### src/dpr_host_pkg.sv
// constants, op codes and timing counts for the dual-port memory port controller
// How it works
// - memory access: port select low, lane low, token select high; held through write
// - controller keeps the write strobe high whenever the address changes
// - write ends on strobe rise; data stable for set-up time before it
// - reading a location being written waits the flowthrough delay
// - memory read asserts both drive enable and port select
// - semaphore read asserts token select and drive enable instead
// - after semaphore write, deselect for the update pulse before reading back
// - write with drive enable low stretches pulse by turn-off plus set-up
// - alert is left unconnected to interrupts when mailboxes are unused
package dpr_host_pkg;
  localparam int CLK_PERIOD_NS = 8;
  localparam int ADDR_W = 13;
  localparam int DATA_W = 16;
  localparam int CNT_W = 4;
  localparam logic [ADDR_W-1:0] MBOX_RIGHT_ADDR = 13'h1fff;
  localparam logic [ADDR_W-1:0] MBOX_LEFT_ADDR = 13'h1ffe;
  localparam logic [ADDR_W-1:0] SEM_ADDR_MASK = 13'h0007;
  localparam int SEM_FLAG_BIT = 0;

  // least times, printed figures in ns
  localparam int ADDR_SETUP_NS = 12;
  localparam int WRITE_PULSE_NS = 12;
  localparam int OUT_OFF_NS = 10;
  localparam int DATA_SETUP_NS = 10;
  localparam int ACCESS_NS = 15;
  localparam int FLOWTHROUGH_DELAY_NS = 25;
  localparam int TOKEN_UPDATE_PULSE_NS = 10;

  function automatic int ceil_cyc(input int ns);
    int c;
    c = (ns + CLK_PERIOD_NS - 1) / CLK_PERIOD_NS;
    ceil_cyc = (c < 1) ? 1 : c;
  endfunction

  function automatic int max_int(input int a, input int b);
    max_int = (a > b) ? a : b;
  endfunction

  localparam int SETUP_CYC_I = ceil_cyc(ADDR_SETUP_NS - WRITE_PULSE_NS);
  localparam int WRITE_CYC_I = max_int(ceil_cyc(WRITE_PULSE_NS), ceil_cyc(OUT_OFF_NS + DATA_SETUP_NS));
  localparam int ACCESS_CYC_I = ceil_cyc(ACCESS_NS);
  localparam int FLOW_CYC_I = ceil_cyc(FLOWTHROUGH_DELAY_NS);
  localparam int RECOVER_CYC_I = ceil_cyc(TOKEN_UPDATE_PULSE_NS);
  localparam logic [CNT_W-1:0] SETUP_CYC = CNT_W'(SETUP_CYC_I);
  localparam logic [CNT_W-1:0] WRITE_CYC = CNT_W'(WRITE_CYC_I);
  localparam logic [CNT_W-1:0] ACCESS_CYC = CNT_W'(ACCESS_CYC_I);
  localparam logic [CNT_W-1:0] READ_FLOW_CYC = CNT_W'(ACCESS_CYC_I + FLOW_CYC_I);
  localparam logic [CNT_W-1:0] RECOVER_CYC = CNT_W'(RECOVER_CYC_I);

  typedef enum logic [1:0] {
    OP_MEM_RD = 2'h0,
    OP_MEM_WR = 2'h1,
    OP_SEM_RD = 2'h2,
    OP_SEM_WR = 2'h3
  } op_t;
endpackage

### src/dpr_port_host.sv
// controller that drives one port of the asynchronous dual-port memory
`timescale 1ns/100ps
module dpr_port_host
  import dpr_host_pkg::*;
(
  input wire logic clk,
  input wire logic sys_rst,
  input wire logic req,
  input wire logic [1:0] op,
  input wire logic [ADDR_W-1:0] req_addr,
  input wire logic [DATA_W-1:0] wdata,
  input wire logic [1:0] lane_en,
  input wire logic flow_wait,
  output logic ready,
  output logic done,
  output logic [DATA_W-1:0] rdata,
  output logic alert,
  output logic busy_seen,
  output logic port_select_n,
  output logic token_latch_select_n,
  output logic write_strobe_n,
  output logic drive_enable_n,
  output logic high_byte_lane_n,
  output logic low_byte_lane_n,
  output logic [ADDR_W-1:0] addr,
  output logic [DATA_W-1:0] data_out,
  output logic data_oe,
  input wire logic [DATA_W-1:0] data_in,
  input wire logic busy_n,
  input wire logic alert_n
);
  typedef enum logic [2:0] {ST_IDLE, ST_SETUP, ST_PULSE, ST_READ, ST_RECOVER} state_t;

  state_t state_q;
  op_t op_q;
  logic flow_q;
  logic tmr_load;
  logic [CNT_W-1:0] tmr_val;
  logic tmr_last;
  logic is_sem;
  logic is_wr;

  assign is_sem = (op_q == OP_SEM_RD) || (op_q == OP_SEM_WR);
  assign is_wr = (op_q == OP_MEM_WR) || (op_q == OP_SEM_WR);

  dpr_phase_timer u_timer (
    .clk(clk),
    .sys_rst(sys_rst),
    .load(tmr_load),
    .load_val(tmr_val),
    .last(tmr_last)
  );

  // phase length chosen on each phase entry
  always_comb begin
    tmr_load = 1'b0;
    tmr_val = SETUP_CYC;
    case (state_q)
      ST_IDLE: begin
        tmr_load = req;
        tmr_val = SETUP_CYC;
      end
      ST_SETUP: begin
        tmr_load = tmr_last;
        tmr_val = is_wr ? WRITE_CYC : (flow_q ? READ_FLOW_CYC : ACCESS_CYC);
      end
      ST_PULSE: begin
        tmr_load = tmr_last;
        tmr_val = RECOVER_CYC;
      end
      ST_READ: begin
        tmr_load = tmr_last;
        tmr_val = busy_n ? RECOVER_CYC : ACCESS_CYC;
      end
      default: begin
        tmr_load = 1'b0;
        tmr_val = SETUP_CYC;
      end
    endcase
  end

  // sequencing of one access
  always_ff @(posedge clk) begin
    if (sys_rst) begin
      state_q <= ST_IDLE;
    end else begin
      case (state_q)
        ST_IDLE: begin
          if (req) begin
            state_q <= ST_SETUP;
          end
        end
        ST_SETUP: begin
          if (tmr_last) begin
            state_q <= is_wr ? ST_PULSE : ST_READ;
          end
        end
        ST_PULSE: begin
          if (tmr_last) begin
            state_q <= ST_RECOVER;
          end
        end
        ST_READ: begin
          if (tmr_last && busy_n) begin
            state_q <= ST_RECOVER;
          end
        end
        ST_RECOVER: begin
          if (tmr_last) begin
            state_q <= ST_IDLE;
          end
        end
        default: begin
          state_q <= ST_IDLE;
        end
      endcase
    end
  end

  // request capture; address only moves while idle with the strobe high
  always_ff @(posedge clk) begin
    if (sys_rst) begin
      op_q <= OP_MEM_RD;
      flow_q <= 1'b0;
      addr <= '0;
      data_out <= '0;
      high_byte_lane_n <= 1'b1;
      low_byte_lane_n <= 1'b1;
    end else if (state_q == ST_IDLE && req) begin
      op_q <= op_t'(op);
      flow_q <= flow_wait;
      if (op[1]) begin
        addr <= req_addr & SEM_ADDR_MASK;
        data_out <= {{(DATA_W-1){1'b0}}, wdata[SEM_FLAG_BIT]};
        high_byte_lane_n <= 1'b1;
        low_byte_lane_n <= 1'b1;
      end else begin
        addr <= req_addr;
        data_out <= wdata;
        high_byte_lane_n <= ~lane_en[1];
        low_byte_lane_n <= ~lane_en[0];
      end
    end
  end

  // selects: asserted from setup to end of access, never both at once
  always_ff @(posedge clk) begin
    if (sys_rst) begin
      port_select_n <= 1'b1;
      token_latch_select_n <= 1'b1;
    end else if (state_q == ST_IDLE && req) begin
      port_select_n <= op[1];
      token_latch_select_n <= ~op[1];
    end else if ((state_q == ST_PULSE && tmr_last) || (state_q == ST_READ && tmr_last && busy_n)) begin
      port_select_n <= 1'b1;
      token_latch_select_n <= 1'b1;
    end
  end

  // strobe and data drive; outputs of the device stay off during writes
  always_ff @(posedge clk) begin
    if (sys_rst) begin
      write_strobe_n <= 1'b1;
      data_oe <= 1'b0;
    end else if (state_q == ST_SETUP && tmr_last && is_wr) begin
      write_strobe_n <= 1'b0;
      data_oe <= 1'b1;
    end else if (state_q == ST_PULSE && tmr_last) begin
      write_strobe_n <= 1'b1;
      data_oe <= 1'b0;
    end
  end

  // drive enable only for reads
  always_ff @(posedge clk) begin
    if (sys_rst) begin
      drive_enable_n <= 1'b1;
    end else if (state_q == ST_SETUP && tmr_last && !is_wr) begin
      drive_enable_n <= 1'b0;
    end else if (state_q == ST_READ && tmr_last && busy_n) begin
      drive_enable_n <= 1'b1;
    end
  end

  // read capture and handshake
  always_ff @(posedge clk) begin
    if (sys_rst) begin
      rdata <= '0;
      busy_seen <= 1'b0;
    end else if (state_q == ST_IDLE && req) begin
      busy_seen <= 1'b0;
    end else if (state_q == ST_READ && tmr_last) begin
      if (!busy_n) begin
        busy_seen <= 1'b1;
      end else if (is_sem) begin
        rdata <= {{(DATA_W-1){1'b0}}, data_in[SEM_FLAG_BIT]};
      end else begin
        rdata <= data_in;
      end
    end
  end

  always_ff @(posedge clk) begin
    if (sys_rst) begin
      ready <= 1'b0;
      done <= 1'b0;
      alert <= 1'b0;
    end else begin
      ready <= (state_q == ST_IDLE && !req) || (state_q == ST_RECOVER && tmr_last);
      done <= (state_q == ST_RECOVER && tmr_last);
      alert <= ~alert_n;
    end
  end

  a_addr_still: assert property (@(posedge clk) disable iff (sys_rst)
    !write_strobe_n |-> $stable(addr)) else $error("address moved during write");
  a_one_select: assert property (@(posedge clk) disable iff (sys_rst)
    !(~port_select_n && ~token_latch_select_n)) else $error("both selects low");
  a_select_hold: assert property (@(posedge clk) disable iff (sys_rst)
    !write_strobe_n |-> $stable(port_select_n) && $stable(token_latch_select_n) && $stable(low_byte_lane_n))
    else $error("select changed during write");
  a_data_setup: assert property (@(posedge clk) disable iff (sys_rst)
    $rose(write_strobe_n) |-> $past(data_oe, 1) && $past(data_oe, 2) && $past(data_oe, 3))
    else $error("data not set up before strobe rise");
  a_write_width: assert property (@(posedge clk) disable iff (sys_rst)
    $fell(write_strobe_n) |-> (!write_strobe_n && drive_enable_n)[*3]) else $error("write pulse too short");
  a_flow_wait: assert property (@(posedge clk) disable iff (sys_rst)
    $fell(drive_enable_n) && flow_q |-> (!drive_enable_n)[*6]) else $error("flowthrough wait cut short");
  a_read_sel: assert property (@(posedge clk) disable iff (sys_rst)
    !drive_enable_n |-> (!port_select_n || !token_latch_select_n) && write_strobe_n)
    else $error("read without select");
  a_token_gap: assert property (@(posedge clk) disable iff (sys_rst)
    $rose(token_latch_select_n) |-> token_latch_select_n[*2]) else $error("token select gap too short");
  a_sem_bit: assert property (@(posedge clk) disable iff (sys_rst)
    data_oe && !token_latch_select_n |-> data_out[DATA_W-1:1] == '0) else $error("semaphore write uses upper bits");

  c_mem_write: cover property (@(posedge clk) disable iff (sys_rst) $rose(write_strobe_n) && !port_select_n);
  c_sem_read: cover property (@(posedge clk) disable iff (sys_rst) $rose(drive_enable_n) && is_sem);
  c_busy_retry: cover property (@(posedge clk) disable iff (sys_rst) state_q == ST_READ && tmr_last && !busy_n);
endmodule // dpr_port_host

### src/dpr_phase_timer.sv
// down counter that times each phase of a port access
`timescale 1ns/100ps
module dpr_phase_timer
  import dpr_host_pkg::*;
(
  input wire logic clk,
  input wire logic sys_rst,
  input wire logic load,
  input wire logic [CNT_W-1:0] load_val,
  output logic last
);
  logic [CNT_W-1:0] cnt_q;

  always_ff @(posedge clk) begin
    if (sys_rst) begin
      cnt_q <= '0;
    end else if (load) begin
      cnt_q <= load_val;
    end else if (cnt_q != '0) begin
      cnt_q <= cnt_q - 1'b1;
    end
  end

  // high in the final cycle of a loaded phase
  assign last = (cnt_q == 4'h1);
endmodule // dpr_phase_timer

### config.mk
export PLATFORM = sky130hd
export DESIGN_NAME = dpr_port_host
export DESIGN_NICKNAME = d
export VERILOG_FILES = /design/src/dpr_host_pkg.sv /design/src/dpr_port_host.sv /design/src/dpr_phase_timer.sv
export SDC_FILE = /design/constraint.sdc
export NUM_CORES = 1
export LEC_CHECK = 0
export BUFFER_PORTS_ARGS = -buffer_cell sky130_fd_sc_hd__buf_2
export CELL_PAD_IN_SITES_DETAIL_PLACEMENT = 0
export CELL_PAD_IN_SITES_GLOBAL_PLACEMENT = 2
export CORE_UTILIZATION = 28
export CTS_BUF_LIST = sky130_fd_sc_hd__clkbuf_8
export CTS_CLUSTER_SIZE = 24
export DETAILED_ROUTE_END_ITERATION = 16
export GPL_ROUTABILITY_DRIVEN = 0
export GPL_TIMING_DRIVEN = 0
export PLACE_DENSITY_LB_ADDON = 0.1
export SETUP_SLACK_MARGIN = 0.15
export SKIP_CTS_REPAIR_TIMING = 1
export SLEW_MARGIN = 40
export SYNTH_ARGS = -nofsm -noshare
export SYNTH_HDL_FRONTEND = slang
export SYNTH_SLANG_ARGS = --single-unit
### constraint.sdc
create_clock -name clk -period 2.3 [get_ports clk]
set_clock_uncertainty 0.05 [all_clocks]
set_input_delay 0.46 -clock clk [delete_from_list [all_inputs] [get_ports clk]]
set_output_delay 0.46 -clock clk [all_outputs]
set_load 0.05 [all_outputs]
==> impl_metrics.json <==
{
  "io_pins": 111,
  "max-cap-violations": 0,
  "cts_buffer_depth": 2,
  "drt_first_iter_violations": 108,
  "clk_latency_ns": 0.35,
  "cp.arrival_ns": 2.01,
  "antenna_violation_net_count_after_detailed_routing": 0,
  "rsz0062_at_grt": "false",
  "critical_path.max_fanout": 10,
  "outcome": "complete, no violations",
  "synth.net_count": 317,
  "min_path_type": "input pin to register",
  "origin_of_the_critical_flop_to_flop_path": "u_timer.cnt_q[3]",
  "area_enclosed_by_the_die_boundary_sq_um": 9390,
  "final.min_clock_period_ns": 1.85,
  "numPlacedInstances": 477,
  "r2r_end": "rdata[7]",
  "design.final.nets": 438,
  "worstSetupStartpointType": "register",
  "portion_of_the_post_synthesis_area_used_by_sequential_elements": 0.524,
  "drt-total-wl_um": 6720,
  "grt_max_degree": 12,
  "insertedDiodeCount": 0,
  "clock.fmax_mhz": 539,
  "grt_pass1_vias": 2191,
  "drive_gt1_frac": 0.374,
  "ctsHtreeMaxLevel": 3,
  "cp-endpoint": "rdata[7]",
  "clk_pin_slew_worst_paths_ns": 0.07,
  "layout.cells.non_filler": 493,
  "worst_ep_required_time_ns": 2.46,
  "max-vdd-ir-drop_mv": 0.369,
  "syn_inst": 259,
  "post_synth_instance_area_sq_um": 2520,
  "globalRouteOverflowTotal": 0,
  "worst_setup_path_startpoint": "u_timer.cnt_q[3]",
  "ys_warn_count": 0,
  "cts_made_buffers": 9,
  "report.final.slew_viol_count": 0,
  "drt-vias-per-instance": 4.65,
  "power_density_nw_per_um2": 938,
  "antenna_violations_before_repair": 0,
  "drt_first_pass_iters": 4,
  "chipHeight_um": 96.9,
  "total_power_mw": 3.23,
  "async_flop_share": 0,
  "route.vias.total": 2292,
  "numClockSinks": 66,
  "hold_violations_final": 0,
  "areaGrowthSynthToFinish_pct": 36.5,
  "core_region_area_sq_um": 8720,
  "worstMarginPinSlew_ns": 0.600,
  "worst_hold_slack_ns": 0.204,
  "path_class": "register to register",
  "first_pass_grt_wire_length_um": 10900,
  "ys_seq_elements": 66,
  "r2r_cells": 6,
  "clockRootBuffer": "clkbuf_8",
  "initial_utilization": 0.289,
  "cts_tree": "done",
  "chipWidth_um": 96.9,
  "post_synth.cell_area_avg_sq_um": 9.74,
  "row_count": 34,
  "yosys.cell_types.count": 40,
  "synth_edf_count": 0,
  "detail_route.drc_violations": 0,
  "gr-usage-all-layers": 0.146,
  "dp_hpwl_um": 4800,
  "post_synth_top_flop": "dfxtp_1",
  "placement.io_buffers": 110,
  "cp-end-kind": "register",
  "setup_viol_count_final": 0,
  "wl_per_cell_um": 13.6,
  "leakagePower_nw": 1.55,
  "regToRegSetupSlack_ns": 0.45,
  "final.period_utilization": 0.806,
  "slew-limit-headroom": 0.599,
  "setup-tns-final_ns": 0
}
## worst min path at each step
stage / slack, ns / startpoint / end / depth (start not counted)
2_1_floorplan: 0.39 / flow_q / flow_q / 2
3_3_place_gp: 0.39 / rdata[14] / rdata[14] / 2
3_5_place_dp: 0.39 / rdata[1] / rdata[1] / 2
4_1_cts: 0.19 / alert_n / alert / 2
5_1_grt: 0.20 / alert_n / alert / 2
6_report: 0.20 / alert_n / alert / 2
## critical path: stages, from the launching register on
cell,delay (ns)
dfxtp_1,0.30
clkbuf_2,0.18
nor4b_4,0.32
nand4_1,0.35
clkbuf_1,0.34
nand2_1,0.13
a21oi_1,0.06
## synthesized netlist by cell type, types with 2 or more instances
| library cell | count | share of area |
|---|---|---|
| nand2_1 | 38 | 0.057 |
| clkbuf_1 | 8 | 0.012 |
| ha_1 | 3 | 0.015 |
| nand3b_1 | 16 | 0.048 |
| inv_1 | 5 | 0.0074 |
| o21ai_0 | 4 | 0.0079 |
| nand3_1 | 5 | 0.0099 |
| nand4b_1 | 2 | 0.0069 |
| dfxtp_1 | 66 | 0.52 |
| and4b_1 | 2 | 0.0079 |
| nor3_1 | 5 | 0.0099 |
| nor2_1 | 9 | 0.013 |
| nor4_1 | 2 | 0.0050 |
| buf_2 | 8 | 0.016 |
| a21oi_1 | 34 | 0.067 |
| a22o_1 | 25 | 0.087 |
| nor4b_1 | 2 | 0.0069 |
| nor4b_4 | 2 | 0.019 |
| nor3b_1 | 2 | 0.0060 |
## report_power, final
group	switching, mW	leakage [nW]	internal [mW]
clock network	0.458	0.121	0.666
logic	0.504	0.895	0.291
registers	0.0771	0.537	1.23
total	1.04	1.55	2.19
## logic make-up after synthesis
family / synth area share
xor gates and xnor gates: 0.00347
AOI/OAI and AO/OA: 0.186
DFF: 0.524
buffers and inverters: 0.0446
adders and majority gates: 0.0149
muxes: 0.00843
and+or+nand+nor: 0.219
## cell type report
| type | count | area [sq um] |
|---|---|---|
| fill | 941 | 5280 |
| inverter | 5 | 18.8 |
| buffer | 19 | 93.8 |
| clock inverter | 5 | 77.6 |
| clock buffer | 11 | 151 |
| sequential | 66 | 1320 |
| timing repair buffer | 110 | 551 |
| multi-input combinational | 169 | 1090 |
| tap | 108 | 135 |
## sequential cells by signal, indices dropped and copies added, names as in the netlist
signal / flops
op_q: 2
flow_q: 1
high_byte_lane_n: 1
token_latch_select_n: 1
data_oe: 1
rdata: 16
done: 1
data_out: 16
port_select_n: 1
addr: 13
drive_enable_n: 1
alert: 1
low_byte_lane_n: 1
state_q: 3
busy_seen: 1
write_strobe_n: 1
u_timer.cnt_q: 4
ready: 1
## placed cells by master (no fill, tap or decap), drive strengths merged, types with 2 or more instances in the layout
cell type  count
buf          120
a22o          25
inv            6
nor4           2
nand3          5
ha             3
clkbuf        20
nor4b          5
and4b          2
nand2         38
clkinv         2
bufinv         2
nor3b          2
nor3           5
o31ai          2
nand4b         2
nor2          10
o21ai          4
a21oi         34
nand3b        16
dfxtp         66
## through the flow
step / setup WS, ns / cell area (sq um) / util
6_report: 0.445 / 3440 / 0.395
5_1_grt: 0.282 / 3440 / 0.395
4_1_cts: 0.226 / 3440 / 0.394
2_1_floorplan: 0.684 / 2520 / -
3_5_place_dp: 0.228 / 3210 / 0.368
3_3_place_gp: 0.241 / 3210 / 0.368
## per-layer routing
layer,vias up,share of wire,track usage
met2,76,0.43,0.210
li1,1169,-,-
met3,13,0.069,0.0470
met5,-,0,0
met4,0,0.022,0.0723
met1,1034,0.48,0.196
No activity file was read; power rests on OpenSTA's default activity.
